--- config.mk ---
export PLATFORM = sky130hd
export DESIGN_NAME = ddr2_command_decoder
export DESIGN_NICKNAME = d
export VERILOG_FILES = /design/src/shared/cmd_decode_pkg.sv /design/src/ddr2_command_decoder.sv /design/src/pin_sampler.sv
export SDC_FILE = /design/constraint.sdc
export NUM_CORES = 1
export LEC_CHECK = 0
export ABC_CLOCK_PERIOD_IN_PS = 4200
export BUFFER_PORTS_ARGS = -buffer_cell sky130_fd_sc_hd__buf_2
export CAP_MARGIN = 20
export CORE_MARGIN = 2
export CORE_UTILIZATION = 52
export CTS_BUF_LIST = sky130_fd_sc_hd__clkbuf_8 sky130_fd_sc_hd__clkbuf_16
export CTS_CLUSTER_DIAMETER = 120
export DETAILED_ROUTE_END_ITERATION = 16
export GPL_TIMING_DRIVEN = 0
export PLACE_DENSITY = 0.76
export SLEW_MARGIN = 20
export SYNTH_ARGS = -nofsm -noshare
export SYNTH_HDL_FRONTEND = slang
export SYNTH_HIERARCHICAL = 1
export SYNTH_SLANG_ARGS = --single-unit
--- constraint.sdc ---
create_clock -name clk_sys -period 4.2 [get_ports clk_sys]
set_input_delay 0.21 -clock clk_sys [delete_from_list [all_inputs] [get_ports clk_sys]]
set_output_delay 0.21 -clock clk_sys [all_outputs]
set_load 0.01 [all_outputs]
--- src/shared/cmd_decode_pkg.sv ---
// Constants and types shared by the command decoder and its testbench.
package cmd_decode_pkg;

	// Address and bank widths of the largest supported configuration.
	localparam int ADDR_W = 15;
	localparam int BANK_W = 3;
	localparam int AP_BIT = 10;

	// Density codes; the third bank bit is used only from the 1 Gb code up.
	localparam logic [1:0] DENS_512M = 2'h0;
	localparam logic [1:0] DENS_1G   = 2'h1;
	localparam logic [1:0] DENS_2G   = 2'h2;

	// Row address width per density, and the column width in use.
	localparam int ROW_W_512M = 14;
	localparam int ROW_W_1G   = 14;
	localparam int ROW_W_2G   = 15;
	localparam int COL_W      = 10;

	// Decoded command codes.
	typedef enum logic [3:0] {
		CMD_NONE     = 4'h0,
		CMD_DESELECT = 4'h1,
		CMD_NOP      = 4'h2,
		CMD_MODE     = 4'h3,
		CMD_REFRESH  = 4'h4,
		CMD_SR_ENTER = 4'h5,
		CMD_SR_EXIT  = 4'h6,
		CMD_PRE      = 4'h7,
		CMD_PRE_ALL  = 4'h8,
		CMD_ACTIVATE = 4'h9,
		CMD_WRITE    = 4'hA,
		CMD_READ     = 4'hB,
		CMD_PD_ENTER = 4'hC,
		CMD_PD_EXIT  = 4'hD,
		CMD_ILLEGAL  = 4'hE
	} cmd_e;

	// Power state of the device.
	typedef enum logic [1:0] {
		PS_ACTIVE    = 2'b00,
		PS_POWERDOWN = 2'b01,
		PS_SELFREF   = 2'b10
	} pstate_e;

endpackage : cmd_decode_pkg

--- src/ddr2_command_decoder.sv ---
// Command decoder front end of a double-data-rate memory device.
`timescale 1ns/1ps
`default_nettype none
module ddr2_command_decoder (
	input  wire logic                                clk_sys,
	input  wire logic                                nrst,
	input  wire logic                                link_clk,
	input  wire logic                                clk_en,
	input  wire logic                                sel_n,
	input  wire logic                                row_strobe_n,
	input  wire logic                                col_strobe_n,
	input  wire logic                                wr_en_n,
	input  wire logic                                term_ctl,
	input  wire logic [cmd_decode_pkg::BANK_W-1:0]   bank_addr,
	input  wire logic [cmd_decode_pkg::ADDR_W-1:0]   addr,
	input  wire logic [1:0]                          density,
	output logic      [3:0]                          cmd_code,
	output logic                                     cmd_valid,
	output logic      [cmd_decode_pkg::BANK_W-1:0]   cmd_bank,
	output logic      [cmd_decode_pkg::ADDR_W-1:0]   cmd_row,
	output logic      [cmd_decode_pkg::ADDR_W-1:0]   cmd_col,
	output logic                                     cmd_auto_pre,
	output logic      [cmd_decode_pkg::BANK_W-1:0]   mode_sel,
	output logic      [cmd_decode_pkg::ADDR_W-1:0]   mode_opcode,
	output logic                                     mode_load,
	output logic      [1:0]                          power_state,
	output logic                                     term_on
);

	localparam int NPIN = 7 + cmd_decode_pkg::BANK_W + cmd_decode_pkg::ADDR_W;

	logic                rst_meta_q;
	logic                rst_n;
	logic [NPIN-1:0]     pins_sync;
	logic                link_sync;
	logic                link_rise;
	logic                cke_prev_q;
	logic [1:0]          dens_q;
	cmd_decode_pkg::pstate_e pstate_q;
	cmd_decode_pkg::pstate_e pstate_d;

	// Reset is released through two flops so every flop leaves it together.
	always_ff @(posedge clk_sys or negedge nrst) begin
		if (!nrst) begin
			rst_meta_q <= 1'b0;
			rst_n      <= 1'b0;
		end else begin
			rst_meta_q <= 1'b1;
			rst_n      <= rst_meta_q;
		end
	end

	// Command, address and strap pins cross together in one sampler.
	pin_sampler #(
		.W (NPIN)
	) u_sampler (
		.clk_sys   (clk_sys),
		.rst_n     (rst_n),
		.pin       ({clk_en, sel_n, row_strobe_n, col_strobe_n, wr_en_n,
		             density, bank_addr, addr}),
		.link_clk  (link_clk),
		.pin_sync  (pins_sync),
		.link_sync (link_sync),
		.link_rise (link_rise)
	);

	// Named slices of the synchronised pin word.
	wire        s_cke  = pins_sync[NPIN-1];
	wire        s_cs_n = pins_sync[NPIN-2];
	wire        s_ras_n = pins_sync[NPIN-3];
	wire        s_cas_n = pins_sync[NPIN-4];
	wire        s_we_n  = pins_sync[NPIN-5];
	wire [1:0]  s_dens  = pins_sync[NPIN-6 -: 2];
	wire [cmd_decode_pkg::BANK_W-1:0] s_ba =
		pins_sync[cmd_decode_pkg::ADDR_W +: cmd_decode_pkg::BANK_W];
	wire [cmd_decode_pkg::ADDR_W-1:0] s_a =
		pins_sync[cmd_decode_pkg::ADDR_W-1:0];
	wire        s_ap   = s_a[cmd_decode_pkg::AP_BIT];
	wire        in_sr  = (pstate_q == cmd_decode_pkg::PS_SELFREF);
	wire        is_idle = s_cs_n | (s_ras_n & s_cas_n & s_we_n);

	// Termination synchroniser, kept apart since it needs no link edge.
	logic term_meta_q;
	logic term_sync_q;
	always_ff @(posedge clk_sys or negedge rst_n) begin
		if (!rst_n) begin
			term_meta_q <= 1'b0;
			term_sync_q <= 1'b0;
		end else begin
			term_meta_q <= term_ctl;
			term_sync_q <= term_meta_q;
		end
	end

	// Clear address bits above the row field for the strapped density.
	function automatic logic [cmd_decode_pkg::ADDR_W-1:0] row_mask(
		input logic [1:0] dens
	);
		int w;
		w = (dens == cmd_decode_pkg::DENS_2G) ? cmd_decode_pkg::ROW_W_2G :
		    (dens == cmd_decode_pkg::DENS_1G) ? cmd_decode_pkg::ROW_W_1G :
		    cmd_decode_pkg::ROW_W_512M;
		row_mask = '0;
		for (int i = 0; i < cmd_decode_pkg::ADDR_W; i++) begin
			if (i < w) begin
				row_mask[i] = 1'b1;
			end
		end
	endfunction

	// Bank field; the top bank bit only counts from 1 Gb up.
	function automatic logic [cmd_decode_pkg::BANK_W-1:0] bank_of(
		input logic [cmd_decode_pkg::BANK_W-1:0] ba,
		input logic [1:0]                        dens
	);
		bank_of = ba;
		if (dens == cmd_decode_pkg::DENS_512M) begin
			bank_of[cmd_decode_pkg::BANK_W-1] = 1'b0;
		end
	endfunction

	// Command decode from enable history and strobe levels at the edge.
	// table lookup
	logic [3:0] cmd_d;
	always_comb begin
		cmd_d = cmd_decode_pkg::CMD_ILLEGAL;
		if (cke_prev_q && s_cke) begin
			if (s_cs_n) begin
				cmd_d = cmd_decode_pkg::CMD_DESELECT;
			end else begin
				unique case ({s_ras_n, s_cas_n, s_we_n})
				3'b111: cmd_d = cmd_decode_pkg::CMD_NOP;
				3'b000: cmd_d = cmd_decode_pkg::CMD_MODE;
				3'b001: cmd_d = cmd_decode_pkg::CMD_REFRESH;
				3'b011: cmd_d = cmd_decode_pkg::CMD_ACTIVATE;
				3'b010: cmd_d = s_ap ? cmd_decode_pkg::CMD_PRE_ALL
				                     : cmd_decode_pkg::CMD_PRE;
				3'b100: cmd_d = cmd_decode_pkg::CMD_WRITE;
				3'b101: cmd_d = cmd_decode_pkg::CMD_READ;
				default: cmd_d = cmd_decode_pkg::CMD_ILLEGAL;
				endcase
			end
		end else if (cke_prev_q && !s_cke) begin
			if (!s_cs_n && {s_ras_n, s_cas_n, s_we_n} == 3'b001) begin
				cmd_d = cmd_decode_pkg::CMD_SR_ENTER;
			end else if (is_idle) begin
				cmd_d = cmd_decode_pkg::CMD_PD_ENTER;
			end
		end else if (!cke_prev_q && s_cke) begin
			if (is_idle) begin
				cmd_d = in_sr ? cmd_decode_pkg::CMD_SR_EXIT
				              : cmd_decode_pkg::CMD_PD_EXIT;
			end
		end else begin
			cmd_d = cmd_decode_pkg::CMD_NONE;
		end
	end

	// Power state: entries on link edges; self-refresh exit needs none.
	// clockless exit
	// The same synchronised enable copy feeds decode and exit, so the two
	// can never disagree for a cycle.
	wire sr_exit_async = in_sr & s_cke;
	always_comb begin
		pstate_d = pstate_q;
		if (sr_exit_async) begin
			pstate_d = cmd_decode_pkg::PS_ACTIVE;
		end else if (link_rise) begin
			unique case (cmd_d)
			cmd_decode_pkg::CMD_SR_ENTER: pstate_d = cmd_decode_pkg::PS_SELFREF;
			cmd_decode_pkg::CMD_PD_ENTER:
				pstate_d = cmd_decode_pkg::PS_POWERDOWN;
			cmd_decode_pkg::CMD_PD_EXIT: pstate_d = cmd_decode_pkg::PS_ACTIVE;
			default: pstate_d = pstate_q;
			endcase
		end
	end

	// Density is a strap pin; it crosses with the other pins first.
	always_ff @(posedge clk_sys or negedge rst_n) begin
		if (!rst_n) begin
			dens_q     <= cmd_decode_pkg::DENS_512M;
			cke_prev_q <= 1'b0;
			pstate_q   <= cmd_decode_pkg::PS_ACTIVE;
		end else begin
			dens_q     <= s_dens;
			pstate_q   <= pstate_d;
			cke_prev_q <= link_rise ? s_cke : cke_prev_q;
		end
	end

	// Outputs are registered; they change one cycle after the edge.
	// termination unused here
	always_ff @(posedge clk_sys or negedge rst_n) begin
		if (!rst_n) begin
			cmd_code     <= cmd_decode_pkg::CMD_NONE;
			cmd_valid    <= 1'b0;
			cmd_bank     <= '0;
			cmd_row      <= '0;
			cmd_col      <= '0;
			cmd_auto_pre <= 1'b0;
			mode_sel     <= '0;
			mode_opcode  <= '0;
			mode_load    <= 1'b0;
		end else begin
			cmd_valid <= link_rise && cmd_d != cmd_decode_pkg::CMD_NONE;
			mode_load <= link_rise && cmd_d == cmd_decode_pkg::CMD_MODE;
			if (link_rise) begin
				cmd_code     <= cmd_d;
				cmd_bank     <= bank_of(s_ba, dens_q);
				cmd_row      <= s_a & row_mask(dens_q);
				cmd_col      <= {{(cmd_decode_pkg::ADDR_W -
				                  cmd_decode_pkg::COL_W){1'b0}},
				                 s_a[cmd_decode_pkg::COL_W-1:0]};
				cmd_auto_pre <= s_ap;
				if (cmd_d == cmd_decode_pkg::CMD_MODE) begin
					mode_sel    <= bank_of(s_ba, dens_q);
					mode_opcode <= s_a;
				end
			end
		end
	end

	// Termination follows its input except in self refresh.
	// gated by power state
	always_ff @(posedge clk_sys or negedge rst_n) begin
		if (!rst_n) begin
			term_on     <= 1'b0;
			power_state <= 2'h0;
		end else begin
			term_on     <= term_sync_q & (pstate_d != cmd_decode_pkg::PS_SELFREF);
			power_state <= pstate_d;
		end
	end

	// Checks on the decoder's own outputs.
	a_sr_term_off: assert property (
		@(posedge clk_sys) disable iff (!rst_n)
		power_state == 2'h2 |-> !term_on)
		else $error("termination active in self refresh");

	a_write_code: assert property (
		@(posedge clk_sys) disable iff (!rst_n)
		link_rise && cke_prev_q && s_cke && !s_cs_n &&
		{s_ras_n, s_cas_n, s_we_n} == 3'b100 |=> cmd_valid && cmd_code == 4'hA
		&& cmd_auto_pre == $past(s_ap))
		else $error("write not decoded");

	a_read_code: assert property (
		@(posedge clk_sys) disable iff (!rst_n)
		link_rise && cke_prev_q && s_cke && !s_cs_n &&
		{s_ras_n, s_cas_n, s_we_n} == 3'b101 |=> cmd_code == 4'hB)
		else $error("read not decoded");

	a_edge_only: assert property (
		@(posedge clk_sys) disable iff (!rst_n)
		cmd_valid |-> $past(link_rise))
		else $error("command outside link edge");

	a_mode_sel: assert property (
		@(posedge clk_sys) disable iff (!rst_n)
		mode_load |-> cmd_code == 4'h3 && mode_sel == cmd_bank &&
		mode_opcode == $past(s_a))
		else $error("mode register select wrong");

	a_bank_small: assert property (
		@(posedge clk_sys) disable iff (!rst_n)
		cmd_valid && dens_q == 2'h0 |-> !cmd_bank[2])
		else $error("third bank bit used below 1Gb");

	a_sr_enter: assert property (
		@(posedge clk_sys) disable iff (!rst_n)
		link_rise && cmd_d == 4'h5 && !sr_exit_async |=> power_state == 2'h2)
		else $error("self refresh not entered");

	a_sr_exit: assert property (
		@(posedge clk_sys) disable iff (!rst_n)
		in_sr && s_cke |=> power_state == 2'h0)
		else $error("self refresh exit not taken");

endmodule : ddr2_command_decoder
`default_nettype wire

--- src/pin_sampler.sv ---
// Pin sampler: two-stage synchroniser and rising-edge finder for link pins.
`timescale 1ns/1ps
`default_nettype none
module pin_sampler #(
	parameter int W = 1
) (
	input  wire logic         clk_sys,
	input  wire logic         rst_n,
	input  wire logic [W-1:0] pin,
	input  wire logic         link_clk,
	output logic      [W-1:0] pin_sync,
	output logic              link_sync,
	output logic              link_rise
);

	logic [W-1:0] pin_meta_q;
	logic         clk_meta_q;
	logic         clk_prev_q;

	// Only the second stage is read; the first stage may be metastable.
	always_ff @(posedge clk_sys or negedge rst_n) begin
		if (!rst_n) begin
			pin_meta_q <= '0;
			pin_sync   <= '0;
			clk_meta_q <= 1'b0;
			link_sync  <= 1'b0;
			clk_prev_q <= 1'b0;
		end else begin
			pin_meta_q <= pin;
			pin_sync   <= pin_meta_q;
			clk_meta_q <= link_clk;
			link_sync  <= clk_meta_q;
			clk_prev_q <= link_sync;
		end
	end

	// Pins and the link clock share a delay, so levels sampled here are
	// the levels that stood at the link clock's rising edge.
	assign link_rise = link_sync & ~clk_prev_q;

endmodule : pin_sampler
`default_nettype wire
==> key figures <==
Floorplan
  • Total Die Area: 0.00792 sq mm
  • Top Ports: 90
  • Initial Utilization: 0.544
  • Die Height: 89.0 um
  • Die W: 89.0 um
  • Rows: 30
  • Core area: 0.00691 sq mm

Critical path
  • End point of the critical path: mode_opcode[4]$_DFFE_PN0P_
  • Reg-to-reg slack, setup: 1.74 ns
  • Critical Path Start: u_sampler/pin_sync[24]$_DFF_PN0_
  • CP max FO: 10
  • Slowest stage delay, CP: 0.46 ns
  • Crit Path Class: reg -> reg
  • CP endpoint kind: flip-flop
  • Worst path cell trace: ha_1 -> nor2b_1 -> o21ai_0 -> o311ai_4 -> nand4b_1 -> buf_6 -> buf_12 -> mux2_4
  • FF-to-FF path depth: 8
  • Crit path DAT: 2.70 ns
  • Setup crit start kind: flip-flop
  • Slowest CP cell: dfrtp_1
  • Worst path required time: 4.44 ns
  • RR Startpoint: u_sampler/pin_sync[24]$_DFF_PN0_
  • R2r endpoint: mode_opcode[4]$_DFFE_PN0P_

Placed design
  • Worst slack, placed: 1.78 ns
  • HPWL after detailed placement: 4.45 mm
  • Gpl congestion: 0.917
  • IO Port Bufs: 84

Synthesis
  • Mapped cell area: 0.00375 sq mm
  • Asr flop ratio synth: 1.00
  • Mean Syn Cell Area: 16.0 sq um
  • Cells after Synth: 235
  • Top_reg_cell synth: dfrtp_1
  • Seq/Total Area, Yosys: 0.700
  • Number of synthesized register bits: 105
  • Synth cell types: 45
  • Number of synthesized flops with an enable pin: 0
  • Ys Warns: 6

Clock tree
  • Max clock buf depth: 2
  • Root Driver: clkbuf_8
  • Number of CTS-inserted buffers: 9
  • Clk Latency, worst-skew pair: 0.36 ns
  • Post CTS Setup Buffer Count: 0
  • CTS tree: done
  • Sink count of the clock tree: 105
  • Reg clk slew, reported paths: 0.10 ns
  • Hold-fix buffers, CTS: 28
  • H-Tree Depth: 3
  • PostCTS Resize Cnt: 0

Finish
  • Final layout net count: 395
  • Fraction of layout cells with a size suffix above 1: 0.459
  • Multi-input gate area: 926 sq um
  • Syn-to-layout area delta: 29.0%
  • Antenna Cells: 0
  • Total area of sequential cells: 0.00263 sq mm
  • Filler cell count: 492

STA
  • Final setup viols: 0
  • Final-report hold violation count: 0
  • Peak Freq: 407 MHz
  • Final setup margin: 1.74 ns
  • Slew Viols, Final: 0
  • Max-slew headroom: 0.533
  • TNS Setup: 0 ns
  • Minimum clock period: 2.46 ns
  • Least-Margin Pin Slew: 0.700 ns
  • Clk_skew: 0.0127 ns
  • Final Cycle Share: 0.585
  • RSZ-0062 raised after global routing: no
  • Hold slack: 0.143 ns

Route
  • DR vias/cell: 4.72
  • Met2 WL: 3.44 mm
  • ANT nets after route: 0
  • Drt pass-1 iters: 4
  • DR vias: 2191
  • Residual DRC count: 0
  • WL final: 6.69 mm
  • Met3 wire length: 340 um
  • WL met1: 2.83 mm
  • DR top layer: met4
  • Initial DRC count: 115
  • WL/cell: 14.4 um

Global routing
  • Initial antenna violation count: 0
  • Largest net degree at the start of global routing: 61
  • Number of global-route vias before repair: 2218
  • Gr ovfl total: 0
  • First-pass GRT wire length: 10.5 mm
  • Gr usage total: 0.182

Power and ir drop
  • PD cells: 460 mW/mm^2
  • VDD IR-drop max: 0.416 mV
  • LEAKAGE: 2.41 nW
  • Total power: 2.23 mW

Run status
  • Outcome: finished, final reports clean

Hold path
  • HP Class: in -> async

Job
  • Max-cap viol count: 0
## through the flow
stage,std cells,instance area (sq um),utilization
after floorplan,239,3770,-
after global placement,419,4310,0.624
after detailed placement,420,4340,0.629
after CTS,464,4840,0.701
after global routing,464,4840,0.701
final,464,4840,0.701
## cell families (layout without fill, tap and decap cells)
kind of cell | Yosys count | count (layout) | share of synthesized area
AOI/OAI and AO/OA | 31 | 31 | 0.0666
xor gates and xnor gates | 1 | 1 | 0.00233
adders and majority gates | 3 | 3 | 0.0100
buffers and inverters | 31 | 160 | 0.0576
DFF | 105 | 105 | 0.700
muxes | 36 | 36 | 0.117
other | 2 | 6 | 0.00200
and+or+nand+nor | 26 | 26 | 0.0447
## area by class of cell
class                      instances  area share
sequential                       105       0.543
multi-input combinational        103       0.191
timing repair buffer             113       0.150
buffer                            24      0.0393
clock buffer                       9      0.0256
tap                               96      0.0248
clock inverter                     7      0.0199
inverter                           7     0.00543
## synth_stat cells, types with 2 or more instances
cell type | number | area, sq um
mux2_4 | 9 | 135
conb_1 | 2 | 7.51
dfrtp_1 | 105 | 2630
nand2b_1 | 3 | 18.8
nor2_1 | 5 | 18.8
mux2_2 | 27 | 304
nand4b_1 | 2 | 17.5
ha_1 | 3 | 37.5
clkbuf_1 | 3 | 11.3
nand2_1 | 3 | 11.3
inv_1 | 7 | 26.3
nor2b_1 | 4 | 25.0
o21ai_0 | 9 | 45.0
buf_4 | 16 | 120
buf_6 | 3 | 33.8
a21oi_1 | 5 | 25.0
## power breakdown
part / internal (mW) / switching [mW] / total (mW)
clock network: 0.339 / 0.329 / 0.668
logic: 0.204 / 0.168 / 0.372
registers: 1.12 / 0.0706 / 1.19
## sequential cells by signal (all words and copies together) (netlist names), 2 cells and up
signal                cells
u_sampler/pin_sync       25
u_sampler/pin_meta_q     25
dens_q                    2
cmd_code                  4
mode_opcode              15
mode_sel                  3
cmd_row                  15
cmd_bank                  3
power_state               2
## worst min path at each step
stage	to	from
floorplan	rst_meta_q$_DFF_PN0_	nrst
global placement	rst_meta_q$_DFF_PN0_	nrst
detailed placement	rst_meta_q$_DFF_PN0_	nrst
CTS	rst_n$_DFF_PN0_	nrst
global route	rst_n$_DFF_PN0_	nrst
finish	rst_n$_DFF_PN0_	nrst
## layout by cell type, fill, tap and decap left out, drive strengths merged, types with 2 or more instances in the layout
cell,instances
dlygate4sd3,28
clkbuf,12
mux2,36
ha,3
nand4b,2
a31oi,2
bufinv,2
conb,6
a21oi,5
nor2b,5
nand2b,4
nand2,3
buf,106
nor2,5
dfrtp,105
inv,11
o21ai,9
## routing by layer
layer	global-route usage	up-vias
li1	-	1032
met1	0.217	1090
met2	0.311	61
met3	0.0646	8
met4	0.0583	0
met5	0	-
## worst max-delay path, delay by kind of cell, from the launching register on
family                   cells  cell delay, ns
adder cells (fa/ha/maj)      1            0.39
flip-flops                   1            0.46
multiplexers                 1            0.29
AND/OR/NAND/NOR              2            0.48
buffers and inverters        2            0.35
AO/OA/AOI/OAI                2            0.38
No activity file was read; power rests on OpenSTA's default activity.
